<file path="config.mk">
export PLATFORM = sky130hd
export DESIGN_NAME = pct_trip_timing
export DESIGN_NICKNAME = d
export VERILOG_FILES = /design/src/pct_pkg.sv /design/src/pct_tmr_if.sv /design/src/pct_pudo_timer.sv /design/src/pct_trip_timing.sv
export SDC_FILE = /design/constraint.sdc
export NUM_CORES = 1
export LEC_CHECK = 0
export ABC_CLOCK_PERIOD_IN_PS = 7800
export BUFFER_PORTS_ARGS = -buffer_cell sky130_fd_sc_hd__buf_2
export CAP_MARGIN = 20
export CORE_MARGIN = 8
export CORE_UTILIZATION = 40
export CTS_CLUSTER_DIAMETER = 200
export DETAILED_ROUTE_END_ITERATION = 8
export GPL_TIMING_DRIVEN = 0
export SYNTH_ARGS = -nofsm -noshare
export SYNTH_HDL_FRONTEND = slang
export SYNTH_HIERARCHICAL = 1
export SYNTH_SLANG_ARGS = --single-unit
</file>
<file path="constraint.sdc">
create_clock -name clk -period 7.8 [get_ports clk]
set_input_delay 0.78 -clock clk [delete_from_list [all_inputs] [get_ports clk]]
set_output_delay 0.78 -clock clk [all_outputs]
set_load 0.1 [all_outputs]
</file>
<file path="src/pct_pkg.sv">
// Purpose: constants and types for the phase comparison trip timing block
// Assumes: 50 MHz clk, Avalon-MM register slave with waitrequest
// Notes: timer settings are in microseconds in registers; counts derive from the rate
// What this block does
// - With no high-set detector output on a balanced three-phase fault, mho trip stands in as fault indication and comparer enable.
// - On three-phase faults mho block stands in for the low-set detector for carrier start and keying supervision.
// - During three-phase faults the positive-sequence part drives the squaring and medium-set inputs.
// - Fault indication held for setting A with no persistence timer output sets the blocking timer output.
// - The blocking timer output inhibits all tripping until setting B after fault indication drops.
// - On an internal fault the persistence timer output inhibits the trip path gate feeding the blocking timer.
// - Setting A must exceed the longest internal-fault operating time so blocking only sets on external faults.
// - Transmitter keying passes a symmetry timer with separate pickup and dropout delays of 0 to 3 ms.
// - A phase delay timer with 0 to 8 ms pickup and dropout sits between the keying supervision gate and the comparer.
// - The phase delay setting equals the channel delay, 1 to 5 ms.
// - Squared signal keys the transmitter off and trips only with medium-set and low-set outputs also present.
// - The comparer asserts only with delayed keying and fault indication (high-set or mho trip) present and no carrier received.
// - The trip output rises only after the comparer holds for at least 3 ms continuously.
package pct_pkg;
   localparam int CLK_HZ = 50_000_000;
   localparam int CYC_PER_US = CLK_HZ / 1_000_000;
   localparam int TRIP_PERSIST_US = 3000;
   localparam logic [23:0] TRIP_PERSIST_CYC = 24'(TRIP_PERSIST_US * CYC_PER_US);
   localparam int SYM_MAX_US = 3000;
   localparam int PHASE_MAX_US = 8000;
   localparam int CHAN_MIN_US = 1000;
   localparam int CHAN_MAX_US = 5000;
   localparam int BLK_A_RST_US = 18000;
   localparam int BLK_B_RST_US = 18000;
   localparam int PHASE_RST_US = 3000;
   localparam logic [7:0] ADDR_CTRL = 8'h00;
   localparam logic [7:0] ADDR_STATUS = 8'h01;
   localparam logic [7:0] ADDR_IRQ_STAT = 8'h02;
   localparam logic [7:0] ADDR_IRQ_CLR = 8'h03;
   localparam logic [7:0] ADDR_IRQ_EN = 8'h04;
   localparam logic [7:0] ADDR_BLK_A = 8'h05;
   localparam logic [7:0] ADDR_BLK_B = 8'h06;
   localparam logic [7:0] ADDR_SYM_PU = 8'h07;
   localparam logic [7:0] ADDR_SYM_DO = 8'h08;
   localparam logic [7:0] ADDR_PH_PU = 8'h09;
   localparam logic [7:0] ADDR_PH_DO = 8'h0A;
   localparam logic [31:0] CTRL_RST = 32'h0000_0001;
   localparam int CTRL_ENABLE_BIT = 0;
   localparam int CTRL_3PH_BIT = 1;
   localparam int NUM_EVT = 3;
   localparam int EVT_TRIP = 0;
   localparam int EVT_BLOCK = 1;
   localparam int EVT_FAULT = 2;
   localparam logic [31:0] SET_MAX_US = 32'h0000_FFFF;
   typedef enum {PCT_IDLE, PCT_ACK} pct_bus_t;
endpackage : pct_pkg

</file>
<file path="src/pct_tmr_if.sv">
// Purpose: carrier between top and a pickup/dropout timer
// Assumes: one clock domain
// Notes: counts in clock cycles
interface pct_tmr_if;
   logic din;
   logic [23:0] pu_cyc;
   logic [23:0] do_cyc;
   logic dout;
   modport owner (output din, output pu_cyc, output do_cyc, input dout);
   modport timer (input din, input pu_cyc, input do_cyc, output dout);
endinterface : pct_tmr_if

</file>
<file path="src/pct_pudo_timer.sv">
// Purpose: pickup/dropout delay timer
// Assumes: synchronous active-high reset
// Notes: zero count passes the edge on the next cycle
module pct_pudo_timer
   import pct_pkg::*;
(
   input wire logic clk,
   input wire logic rst,
   pct_tmr_if.timer t
);
   logic [23:0] cnt;
   logic q;
   assign t.dout = q;
   // counter chases the input, output flips once the proper delay has run
   always_ff @(posedge clk) begin
      if (rst) begin
         cnt <= 24'h000000;
         q <= 1'b0;
      end else if (t.din == q) begin
         cnt <= 24'h000000;
      end else if ((q == 1'b0 && cnt >= t.pu_cyc) || (q == 1'b1 && cnt >= t.do_cyc)) begin
         q <= t.din;
         cnt <= 24'h000000;
      end else begin
         cnt <= cnt + 24'h000001;
      end
   end
   a_pickup_delay: assert property (@(posedge clk) disable iff (rst)
      $rose(q) |-> $past(t.din))
      else $error("timer rose without input");
endmodule : pct_pudo_timer

</file>
<file path="src/pct_trip_timing.sv">
// Purpose: phase comparison trip timing and transient blocking
// Assumes: detector inputs synchronous to clk; settings in microseconds
// Notes: four pickup/dropout timers share one timer module
module pct_trip_timing
   import pct_pkg::*;
#(
   // persistence pickup in cycles; a bench may shorten it, hardware keeps 3 ms
   parameter logic [23:0] PERSIST_CYC = TRIP_PERSIST_CYC
) (
   input wire logic clk,
   input wire logic rst,
   input wire logic [7:0] avs_address,
   input wire logic avs_read,
   input wire logic avs_write,
   input wire logic [31:0] avs_writedata,
   input wire logic [3:0] avs_byteenable,
   output logic [31:0] avs_readdata,
   output logic avs_waitrequest,
   input wire logic high_set_fault_detector,
   input wire logic low_set_fault_detector,
   input wire logic medium_set_detector,
   input wire logic mho_trip_function,
   input wire logic mho_block_function,
   input wire logic squared_neg_seq,
   input wire logic squared_pos_seq,
   input wire logic medium_set_pos_seq,
   input wire logic carrier_received,
   output logic carrier_start,
   output logic transmitter_key_off,
   output logic trip_out,
   output logic transient_blocking_function,
   output logic irq
);
   ////////////////////////////////////////////////////////////////////////////
   logic [31:0] ctrl;
   logic [15:0] blk_a_us, blk_b_us, sym_pu_us, sym_do_us, ph_pu_us, ph_do_us;
   logic [NUM_EVT-1:0] irq_stat, irq_en, evt;
   logic [31:0] next_rdata;
   pct_bus_t bus_st;
   logic three_ph;
   logic fault_ind, low_sup, squared, med_sup, enable;
   assign three_ph = ctrl[CTRL_3PH_BIT];

   // single-cycle waitrequest high, answer on the second edge
   always_ff @(posedge clk) begin
      if (rst) begin
         bus_st <= PCT_IDLE;
         avs_waitrequest <= 1'b1;
         avs_readdata <= 32'h0000_0000;
      end else begin
         case (bus_st)
            PCT_IDLE: begin
               avs_waitrequest <= 1'b1;
               if (avs_read || avs_write) begin
                  bus_st <= PCT_ACK;
                  avs_waitrequest <= 1'b0;
                  avs_readdata <= next_rdata;
               end
            end
            PCT_ACK: begin
               bus_st <= PCT_IDLE;
               avs_waitrequest <= 1'b1;
            end
            default: bus_st <= PCT_IDLE;
         endcase
      end
   end

   logic wr_now;
   assign wr_now = avs_write && bus_st == PCT_ACK;

   always_comb begin
      next_rdata = 32'h0000_0000;
      case (avs_address)
         ADDR_CTRL: next_rdata = ctrl;
         ADDR_STATUS: next_rdata = {27'h0, transient_blocking_function, trip_out,
            transmitter_key_off, carrier_start, fault_ind};
         ADDR_IRQ_STAT: next_rdata = {29'h0, irq_stat};
         ADDR_IRQ_EN: next_rdata = {29'h0, irq_en};
         ADDR_BLK_A: next_rdata = {16'h0, blk_a_us};
         ADDR_BLK_B: next_rdata = {16'h0, blk_b_us};
         ADDR_SYM_PU: next_rdata = {16'h0, sym_pu_us};
         ADDR_SYM_DO: next_rdata = {16'h0, sym_do_us};
         ADDR_PH_PU: next_rdata = {16'h0, ph_pu_us};
         ADDR_PH_DO: next_rdata = {16'h0, ph_do_us};
         default: next_rdata = 32'h0000_0000;
      endcase
   end

   function automatic logic [15:0] merge16(input logic [15:0] old, input logic [31:0] d,
                                           input logic [3:0] be);
      merge16 = {be[1] ? d[15:8] : old[15:8], be[0] ? d[7:0] : old[7:0]};
   endfunction : merge16

   always_ff @(posedge clk) begin
      if (rst) begin
         ctrl <= CTRL_RST;
         blk_a_us <= 16'(BLK_A_RST_US);
         blk_b_us <= 16'(BLK_B_RST_US);
         sym_pu_us <= 16'h0000;
         sym_do_us <= 16'h0000;
         ph_pu_us <= 16'(PHASE_RST_US);
         ph_do_us <= 16'(PHASE_RST_US);
         irq_en <= '0;
      end else if (wr_now) begin
         case (avs_address)
            ADDR_CTRL: ctrl <= {30'h0, avs_byteenable[0] ? avs_writedata[1:0] : ctrl[1:0]};
            ADDR_IRQ_EN: if (avs_byteenable[0]) irq_en <= avs_writedata[NUM_EVT-1:0];
            ADDR_BLK_A: blk_a_us <= merge16(blk_a_us, avs_writedata, avs_byteenable);
            ADDR_BLK_B: blk_b_us <= merge16(blk_b_us, avs_writedata, avs_byteenable);
            // symmetry delays clamp at 3 ms
            ADDR_SYM_PU: sym_pu_us <= lim(merge16(sym_pu_us, avs_writedata, avs_byteenable),
                                          16'(SYM_MAX_US));
            ADDR_SYM_DO: sym_do_us <= lim(merge16(sym_do_us, avs_writedata, avs_byteenable),
                                          16'(SYM_MAX_US));
            // phase delay clamps at 8 ms; software sets it to the channel delay
            ADDR_PH_PU: ph_pu_us <= lim(merge16(ph_pu_us, avs_writedata, avs_byteenable),
                                        16'(PHASE_MAX_US));
            ADDR_PH_DO: ph_do_us <= lim(merge16(ph_do_us, avs_writedata, avs_byteenable),
                                        16'(PHASE_MAX_US));
            default: ;
         endcase
      end
   end

   function automatic logic [15:0] lim(input logic [15:0] v, input logic [15:0] m);
      lim = (v > m) ? m : v;
   endfunction : lim

   function automatic logic [23:0] us2cyc(input logic [15:0] us);
      us2cyc = 24'(us) * 24'(CYC_PER_US);
   endfunction : us2cyc

   ////////////////////////////////////////////////////////////////////////////
   // detector substitution for balanced three-phase faults
   assign enable = ctrl[CTRL_ENABLE_BIT];
   assign fault_ind = high_set_fault_detector || (mho_trip_function && !high_set_fault_detector);
   assign low_sup = three_ph ? mho_block_function : low_set_fault_detector;
   assign squared = three_ph ? squared_pos_seq : squared_neg_seq;
   assign med_sup = three_ph ? medium_set_pos_seq : medium_set_detector;

   logic key_gate;
   assign key_gate = enable && squared && med_sup && low_sup;

   ////////////////////////////////////////////////////////////////////////////
   pct_tmr_if sym_if();
   pct_tmr_if ph_if();
   pct_tmr_if blk_if();
   pct_tmr_if per_if();

   assign sym_if.din = key_gate;
   assign sym_if.pu_cyc = us2cyc(sym_pu_us);
   assign sym_if.do_cyc = us2cyc(sym_do_us);
   assign ph_if.din = key_gate;
   assign ph_if.pu_cyc = us2cyc(ph_pu_us);
   assign ph_if.do_cyc = us2cyc(ph_do_us);

   // comparer: delayed keying, fault indication (high-set or mho trip), no carrier
   logic comparer;
   assign comparer = ph_if.dout && fault_ind && !carrier_received;

   // persistence timer: 3 ms pickup, no dropout stretch
   assign per_if.din = comparer;
   assign per_if.pu_cyc = PERSIST_CYC - 24'h000001;
   assign per_if.do_cyc = 24'h000000;

   // trip path gate: fault indication without persistence output
   logic trip_path_gate;
   assign trip_path_gate = fault_ind && !per_if.dout && !trip_out;
   // blocking timer picks up after A, drops out B after fault indication falls
   assign blk_if.din = transient_blocking_function ? fault_ind : trip_path_gate;
   assign blk_if.pu_cyc = us2cyc(blk_a_us);
   assign blk_if.do_cyc = us2cyc(blk_b_us);

   logic blocking_gate;
   assign blocking_gate = per_if.dout && !blk_if.dout;

   genvar gi;
   for (gi = 0; gi < 4; gi++) begin : g_tmr
      if (gi == 0) pct_pudo_timer u_t (.clk(clk), .rst(rst), .t(sym_if.timer));
      else if (gi == 1) pct_pudo_timer u_t (.clk(clk), .rst(rst), .t(ph_if.timer));
      else if (gi == 2) pct_pudo_timer u_t (.clk(clk), .rst(rst), .t(blk_if.timer));
      else pct_pudo_timer u_t (.clk(clk), .rst(rst), .t(per_if.timer));
   end

   ////////////////////////////////////////////////////////////////////////////
   always_ff @(posedge clk) begin
      if (rst) begin
         carrier_start <= 1'b0;
         transmitter_key_off <= 1'b0;
         trip_out <= 1'b0;
         transient_blocking_function <= 1'b0;
      end else begin
         carrier_start <= enable && low_sup;
         transmitter_key_off <= sym_if.dout;
         trip_out <= blocking_gate;
         transient_blocking_function <= blk_if.dout;
      end
   end

   ////////////////////////////////////////////////////////////////////////////
   logic trip_d, blk_d, flt_d;
   always_ff @(posedge clk) begin
      if (rst) begin
         trip_d <= 1'b0;
         blk_d <= 1'b0;
         flt_d <= 1'b0;
      end else begin
         trip_d <= trip_out;
         blk_d <= transient_blocking_function;
         flt_d <= fault_ind;
      end
   end
   assign evt[EVT_TRIP] = trip_out && !trip_d;
   assign evt[EVT_BLOCK] = transient_blocking_function && !blk_d;
   assign evt[EVT_FAULT] = fault_ind && !flt_d;

   // sticky status, set wins over a same-cycle clear
   always_ff @(posedge clk) begin
      if (rst) begin
         irq_stat <= '0;
      end else begin
         irq_stat <= (irq_stat & ~((wr_now && avs_address == ADDR_IRQ_CLR && avs_byteenable[0])
                     ? avs_writedata[NUM_EVT-1:0] : {NUM_EVT{1'b0}})) | evt;
      end
   end

   always_ff @(posedge clk) begin
      if (rst) irq <= 1'b0;
      else irq <= |(irq_stat & irq_en);
   end

   ////////////////////////////////////////////////////////////////////////////
   a_trip_blocked: assert property (@(posedge clk) disable iff (rst)
      $past(blk_if.dout) |-> !trip_out)
      else $error("trip while blocking asserted");
   a_trip_persist: assert property (@(posedge clk) disable iff (rst)
      $rose(trip_out) |-> $past(comparer, 2))
      else $error("trip without sustained comparer");
   a_comparer_gate: assert property (@(posedge clk) disable iff (rst)
      comparer |-> !carrier_received && fault_ind)
      else $error("comparer with carrier present");
   a_key_supervise: assert property (@(posedge clk) disable iff (rst)
      key_gate |-> med_sup && low_sup)
      else $error("keying without supervision");
   a_blk_needs_fault: assert property (@(posedge clk) disable iff (rst)
      $rose(transient_blocking_function) |-> $past(fault_ind, 2))
      else $error("blocking without fault");
   a_key_follows: assert property (@(posedge clk) disable iff (rst)
      transmitter_key_off |-> $past(sym_if.dout))
      else $error("key off not from symmetry timer");
   a_mho_subst: assert property (@(posedge clk) disable iff (rst)
      mho_trip_function |-> fault_ind)
      else $error("mho trip not used as fault indication");
   a_carrier_start: assert property (@(posedge clk) disable iff (rst)
      ##1 carrier_start == $past(enable && low_sup))
      else $error("carrier start mismatch");
endmodule : pct_trip_timing

</file>
==> impl_metrics.py, run 1 <==
metrics = {
    "critical_path": {
        "worst_setup_path_start_kind": "register",
        "crit_slowest_cell": "dfxtp_1",
        "worstReg2RegStart": "ph_pu_us[3]$_SDFFE_PP1P_",
        "cp.arrival_ns": 6.31,
        "crit_path_start": "ph_pu_us[3]$_SDFFE_PP1P_",
        "crit_top_cell": "ha_1",
        "worstPathCellList": "ha_1 > ha_1 > fa_1 > ha_1 > nor2b_1 > o21ai_0 > a21oi_1 > o41ai_1 > o221ai_1 > a221o_1 > xnor2_1 > inv_1 > ha_1 > nand4_1 > or2_2 > nor3b_1 > nor3_2 > o311ai_4 > buf_6 > a21oi_1",
        "critPathCaptureType": "register",
        "cp.required_ns": 8.26,
        "path_class": "register to register",
        "slowest_delay_ns": 0.60,
        "cp_max_fo": 10,
        "reg2reg_depth": 20,
    },
    "pwr": {
        "swShare": 0.2605,
        "seq_power_share": 0.403,
        "p_switching_w": 0.0007645,
        "p_int_w": 0.002171,
        "power_per_cell_area_nw_per_um2": 108.2,
        "p_clk_frac": 0.516,
        "power_w": 0.002935,
        "vdd_drop_max_mv": 0.1704,
        "leakage_nw": 13.21,
        "pwr-share-comb": 0.082,
    },
    "clock_tree": {
        "numCtsBuffers": 29,
        "hold_buffers": 0,
        "root_buffer": "clkbuf_16",
        "cts_resized": 0,
        "cts_setup_buffers": 0,
        "cts_buffer_depth": 3,
        "clk_pin_slew_ns": 0.06,
        "numClockSinks": 230,
        "cts_tree": "done",
        "clock_latency_ns": 0.57,
        "h-tree-depth": 1,
    },
    "logic_synthesis": {
        "ys_seq_elements": 230,
        "synth-edff-count": 0,
        "synthArstFlopShare": 0,
        "ys_seq_area_frac": 0.1880,
        "syn_area_um2": 24490,
        "yosysTopAreaCell": "ha_1",
        "synthTopCellsByCount": "ha_1, inv_1, a21oi_1",
        "synth_area_leaders": "ha_1, dfxtp_1, inv_1",
        "synth_flop_cell": "dfxtp_1",
        "yosys.cell_count.top_type": "ha_1",
        "syn_area_per_cell_um2": 8.332,
        "ys_warn_count": 6,
        "yosys.cell_types.count": 88,
        "synth_top_area_share": 0.2611,
        "synth_cells": 2939,
    },
    "hold_path": {
        "holdPathStages": 1,
        "hold_class": "register to register",
        "hold_start": "avs_readdata[6]$_SDFFE_PP0P_",
    },
    "place": {
        "postPlaceCellArea_um2": 26040,
        "dp.cells": 3856,
        "gp_congestion": 0.9672,
        "post-dp-hpwl_mm": 55.48,
        "portBuffers": 55,
    },
    "floorplan": {
        "die_area_um2": 69400,
        "io_pins": 95,
        "die_w_um": 263.4,
        "die_h_um": 263.4,
        "start_util": 0.4050,
        "rows": 90,
        "core_area_um2": 60470,
    },
    "grt": {
        "grt_max_degree": 14,
        "antenna_found_initial": 7,
        "grt_usage": 0.1946,
        "grt-ovfl-total": 0,
        "first_global_vias": 20184,
        "grt_first_pass_wirelength_mm": 110.9,
    },
    "finish": {
        "fin_area_um2": 27120,
        "area_growth_pct": 10.73,
        "n_fill_cell": 6066,
        "fin_nets": 3739,
        "final_layout_size_suffix_gt1_frac": 0.06972,
        "layout.cells.non_filler": 3913,
    },
    "sta": {
        "max_freq_mhz": 170.7,
        "worstMarginPinSlew_ns": 1.055,
        "finClkSkew_ns": 0.01159,
        "setup_tns_ns": 0,
        "hold_violations": 0,
        "fin_crit_sh": 0.7509,
        "period_minus_slack_ns": 5.857,
        "grt_setup_unrepaired": "no",
        "setup_violations": 0,
        "maxSlewViolCount": 0,
        "max-slew-margin-rel": 0.2965,
    },
    "routing": {
        "ant_nets": 0,
        "drc": 0,
        "vias": 20887,
        "routed_wl_mm": 68.78,
        "firstDrtPassIters": 5,
        "wl_per_cell_um": 17.58,
        "avgViaCountPerCell": 5.338,
        "drt_iter0_markers": 1383,
    },
    "run_status": {
        "status": "finished clean",
    },
    "flow_run": {
        "cap_violations": 0,
    },
}
stage by stage:
stage               hold slack (ns)    util  setup slack, ns
floorplan                    0.4414       -            2.985
global placement             0.4588  0.4307            1.992
detailed placement           0.4634  0.4307            2.005
CTS                          0.4753  0.4483            1.970
global route                 0.4977  0.4483            1.579
finish                       0.4771  0.4484            1.943
cell usage in the layout, fill, tap and decap left out, types with 18 or more instances in the layout:
| cell | netlist | layout |
|---|---|---|
| conb_1 | 2 | 82 |
| nand3_1 | 63 | 63 |
| o21ai_0 | 83 | 83 |
| nor2b_1 | 38 | 38 |
| ha_1 | 511 | 511 |
| nand2b_1 | 20 | 20 |
| a21oi_1 | 275 | 275 |
| a21o_1 | 65 | 65 |
| xnor2_1 | 124 | 124 |
| buf_2 | 16 | 71 |
| nand4_1 | 34 | 34 |
| clkbuf_16 | 0 | 29 |
| and3_1 | 23 | 23 |
| buf_4 | 18 | 18 |
| dfxtp_1 | 230 | 230 |
| clkbuf_1 | 37 | 39 |
| nand2_1 | 195 | 195 |
| a211oi_1 | 28 | 28 |
| nor3_1 | 44 | 44 |
| nor2_1 | 145 | 145 |
| o211ai_1 | 28 | 28 |
| a22o_1 | 18 | 18 |
| mux2i_1 | 29 | 29 |
| xor2_1 | 54 | 54 |
| inv_1 | 478 | 478 |
| fa_1 | 66 | 66 |
power groups by stage:
stage	Sequential, W	Combinational, W	Clock (W)
2_1_floorplan	0.00121	0.000152	0
3_3_place_gp	0.00121	0.000230	0
3_5_place_dp	0.00121	0.000231	0
4_1_cts	0.00118	0.000232	0.00154
5_1_grt	0.00118	0.000256	0.00159
6_report	0.00118	0.000239	0.00151
path summary, 6_finish.rpt:
check,slack (ns),end
hold reg to reg,0.48,avs_readdata[6]$_SDFFE_PP0P_
setup reg to reg,1.94,g_tmr[1].genblk1.u_t/cnt[22]$_SDFF_PP0_
hold / removal,0.48,avs_readdata[6]$_SDFFE_PP0P_
setup / recovery,1.94,g_tmr[1].genblk1.u_t/cnt[22]$_SDFF_PP0_
cell families after synthesis:
kind of cell | Yosys count | share of synthesized area
other | 2 | 0.0003067
AOI/OAI and AO/OA | 690 | 0.1863
adders and majority gates | 577 | 0.3150
buffers and inverters | 566 | 0.09309
xor gates and xnor gates | 178 | 0.06366
muxes | 39 | 0.01691
DFF | 230 | 0.1880
and+or+nand+nor | 657 | 0.1367
area by class of cell:
class                           instances  area [µm²]  area share
Tap cell                              782       978.4     0.03608
Antenna cell                            4       10.01   0.0003691
Timing Repair Buffer                   55       275.3     0.01015
Clock inverter                         17       262.8    0.009689
Clock buffer                           36       802.0     0.02958
Sequential cell                       230        4604      0.1698
Buffer                                 86       478.0     0.01763
Multi-Input combinational cell       2223       17900      0.6603
Inverter                              480        1802     0.06644
sequential cells by signal, indices dropped and copies added (netlist names), 2 cells and up:
register and flops:
sym_do_us 16, ph_do_us 16, g_tmr.genblk1.u_t/t.dout 4, ctrl 2, irq_en 3, blk_a_us 16
irq_stat 3, sym_pu_us 16, ph_pu_us 16, blk_b_us 16, avs_readdata 16, g_tmr.genblk1.u_t/cnt 96
metal layers:
metal	track usage	up-vias	part of all wire
met5	0	-	0.00058
met4	0.06188	6	0.036
met3	0.03570	157	0.067
met2	0.3132	588	0.43
met1	0.2614	9636	0.46
li1	-	10500	-
worst max-delay path: cells and delay by family, from the launching register on:
family,cells,cell delay [ns]
fa+ha+maj,5,1.75
simple gates,5,1.07
flops,1,0.60
xor+xnor,1,0.20
compound gates,7,1.81
buf+inv,2,0.29
Power figures use the tool's default switching activity.
==> inputs of run 2 (changes only) <==
ABC_CLOCK_PERIOD_IN_PS = 5680   (was 7800)
clock period = 5.68 ns   (was 7.8 ns; I/O delays follow)
==> run 2 against run 1 <==
Sequential share of layout area hardly changed. First-iteration DRC count is 3.8% higher. Combinational power rose by 38%. Critical endpoint unchanged. Flip-flop and latch count did not move. Largest cell class unchanged. Non-clock buffer count grew 1. Largest power group unchanged. Worst setup slack worse by 1.6 ns.
==> impl_metrics.py, run 2 (same netlist as run 1, synthesis figures left out) <==
metrics = {
    "routing": {
        "firstDrtPassIters": 5,
        "drc": 0,
        "wl_per_cell_um": 17.56,
        "avgViaCountPerCell": 5.334,
        "vias": 20879,
        "routed_wl_mm": 68.73,
        "drt_iter0_markers": 1436,
        "ant_nets": 0,
    },
    "clock_tree": {
        "h-tree-depth": 1,
        "clock_latency_ns": 0.57,
        "cts_buffer_depth": 3,
        "numCtsBuffers": 29,
        "hold_buffers": 0,
        "clk_pin_slew_ns": 0.06,
        "numClockSinks": 230,
        "cts_tree": "done",
        "root_buffer": "clkbuf_16",
    },
    "floorplan": {
        "start_util": 0.4050,
        "die_w_um": 263.4,
        "core_area_um2": 60470,
        "die_h_um": 263.4,
        "io_pins": 95,
        "rows": 90,
        "die_area_um2": 69400,
    },
    "sta": {
        "max-slew-margin-rel": 0.2888,
        "grt_setup_unrepaired": "no",
        "holdWs_ns": 0.3214,
        "setup_tns_ns": 0,
        "max_freq_mhz": 185.9,
        "hold_violations": 0,
        "period_minus_slack_ns": 5.380,
        "fin_ws_ns": 0.2998,
        "finClkSkew_ns": 0.01170,
        "fin_crit_sh": 0.9472,
        "worstMarginPinSlew_ns": 1.067,
        "setup_violations": 0,
        "maxSlewViolCount": 0,
    },
    "critical_path": {
        "cp_top_family": "compound AO/OA/AOI/OAI gates",
        "cp_max_fo": 10,
        "path_class": "register to register",
        "worstPathCellList": "ha_1 > ha_1 > fa_1 > ha_1 > nor2b_1 > o21ai_0 > a21oi_1 > o41ai_2 > o221ai_1 > a221o_1 > xnor2_1 > inv_1 > ha_1 > nand4_1 > or2_2 > nor3b_2 > nor3_2 > o311ai_4 > buf_6 > a21oi_1",
        "critPathCaptureType": "register",
        "worstReg2RegStart": "ph_pu_us[3]$_SDFFE_PP1P_",
        "slowest_delay_ns": 0.47,
        "crit_path_start": "ph_pu_us[3]$_SDFFE_PP1P_",
        "cp.required_ns": 6.18,
        "crit_slowest_cell": "dfxtp_2",
        "crit_top_cell": "ha_1",
        "cp.arrival_ns": 5.88,
        "worst_setup_path_start_kind": "register",
        "path_buf_inv": 2,
    },
    "finish": {
        "layout.cells.non_filler": 3914,
        "final_layout_size_suffix_gt1_frac": 0.07193,
        "fin_nets": 3740,
        "area_growth_pct": 10.87,
        "largest_register": "g_tmr.genblk1.u_t/cnt",
        "layout_commonest_cell": "ha_1",
        "n_fill_cell": 6061,
        "mostFrequentLayoutCells": "ha_1, inv_1, a21oi_1, dfxtp_1, nand2_1",
        "largest_register_ffs": 96,
    },
    "pwr": {
        "p_int_w": 0.002981,
        "p_clk_frac": 0.516,
        "pwr-share-comb": 0.081,
        "power_per_cell_area_nw_per_um2": 148.5,
        "seq_power_share": 0.403,
        "vdd_drop_max_mv": 0.2340,
        "p_switching_w": 0.001051,
        "swShare": 0.2607,
        "leakage_nw": 13.22,
    },
    "place": {
        "portBuffers": 55,
        "post-dp-hpwl_mm": 55.48,
        "place_ws_ns": -0.1148,
        "dp.cells": 3856,
        "gp_congestion": 0.9672,
    },
    "flow_run": {
        "cap_violations": 0,
    },
    "grt": {
        "grt_usage": 0.1946,
        "grt-ovfl-total": 0,
        "first_global_vias": 20183,
        "grt_first_pass_wirelength_mm": 110.9,
        "antenna_found_initial": 7,
        "grt_max_degree": 14,
    },
    "hold_path": {
        "hold_start": "avs_writedata[15]",
        "hold_class": "primary input to register",
    },
    "run_status": {
        "status": "finished clean",
    },
}
## run 2: cell types whose count changed in the layout (fill, tap and decap cells not counted), sizes merged
cell / delta
buf: +1
## run 2: path summary, 6_finish.rpt
check / slack, ns / depth (start not counted) / endpoint
setup / recovery: 0.30 / 20 / g_tmr[1].genblk1.u_t/cnt[22]$_SDFF_PP0_
hold / removal: 0.32 / 3 / blk_b_us[15]$_SDFFE_PP0P_
setup reg to reg: 0.30 / 20 / g_tmr[1].genblk1.u_t/cnt[22]$_SDFF_PP0_
hold reg to reg: 0.47 / 1 / avs_readdata[6]$_SDFFE_PP0P_
## run 2: timing repair
item	4_1_cts	5_1_grt
buffers inserted	0	1
pin swaps	0	1
setup endpoints to repair	22	45
resized for setup	1	5
cloned	0	0
## run 2: metal layers
layer / GRT usage / part of all wire
met5: 0 / 0.00058
met4: 0.06188 / 0.035
met3: 0.03570 / 0.069
met2: 0.3132 / 0.43
met1: 0.2614 / 0.46
## run 2: metrics by stage
stage	instance area [µm²]	total power, W	util
floorplan	24790	0.001873	-
global placement	26040	0.001975	0.4307
global route	27140	0.004152	0.4488
CTS	27110	0.004055	0.4484
finish	27150	0.004032	0.4490
detailed placement	26040	0.001976	0.4307
## run 2: worst register-to-register path, cell delays in order (launching register included)
cell and delay [ns]:
dfxtp_2 0.47, ha_1 0.28, ha_1 0.31, fa_1 0.46, ha_1 0.36, nor2b_1 0.15
o21ai_0 0.22, a21oi_1 0.14, o41ai_2 0.43, o221ai_1 0.26, a221o_1 0.38, xnor2_1 0.19
inv_1 0.08, ha_1 0.31, nand4_1 0.11, or2_2 0.19, nor3b_2 0.07, nor3_2 0.34
o311ai_4 0.23, buf_6 0.20, a21oi_1 0.13
## run 2: cell type report
type	instances	area (µm²)	share of cell area
antenna	4	10.01	0.0003687
sequential	230	4607	0.1697
clock inverter	17	262.8	0.009678
buffer	86	478.0	0.01760
timing repair buffer	56	282.8	0.01042
clock buffer	36	802.0	0.02954
tap	782	978.4	0.03604
multi-input combinational	2223	17930	0.6603
inverter	480	1802	0.06636
## run 2: power groups by stage
stage | Clock [W] | Sequential (W) | Combinational, W
2_1_floorplan | 0 | 0.00166 | 0.000209
3_3_place_gp | 0 | 0.00166 | 0.000315
3_5_place_dp | 0 | 0.00166 | 0.000317
4_1_cts | 0.00211 | 0.00162 | 0.000318
5_1_grt | 0.00218 | 0.00162 | 0.000351
6_report | 0.00208 | 0.00162 | 0.000329
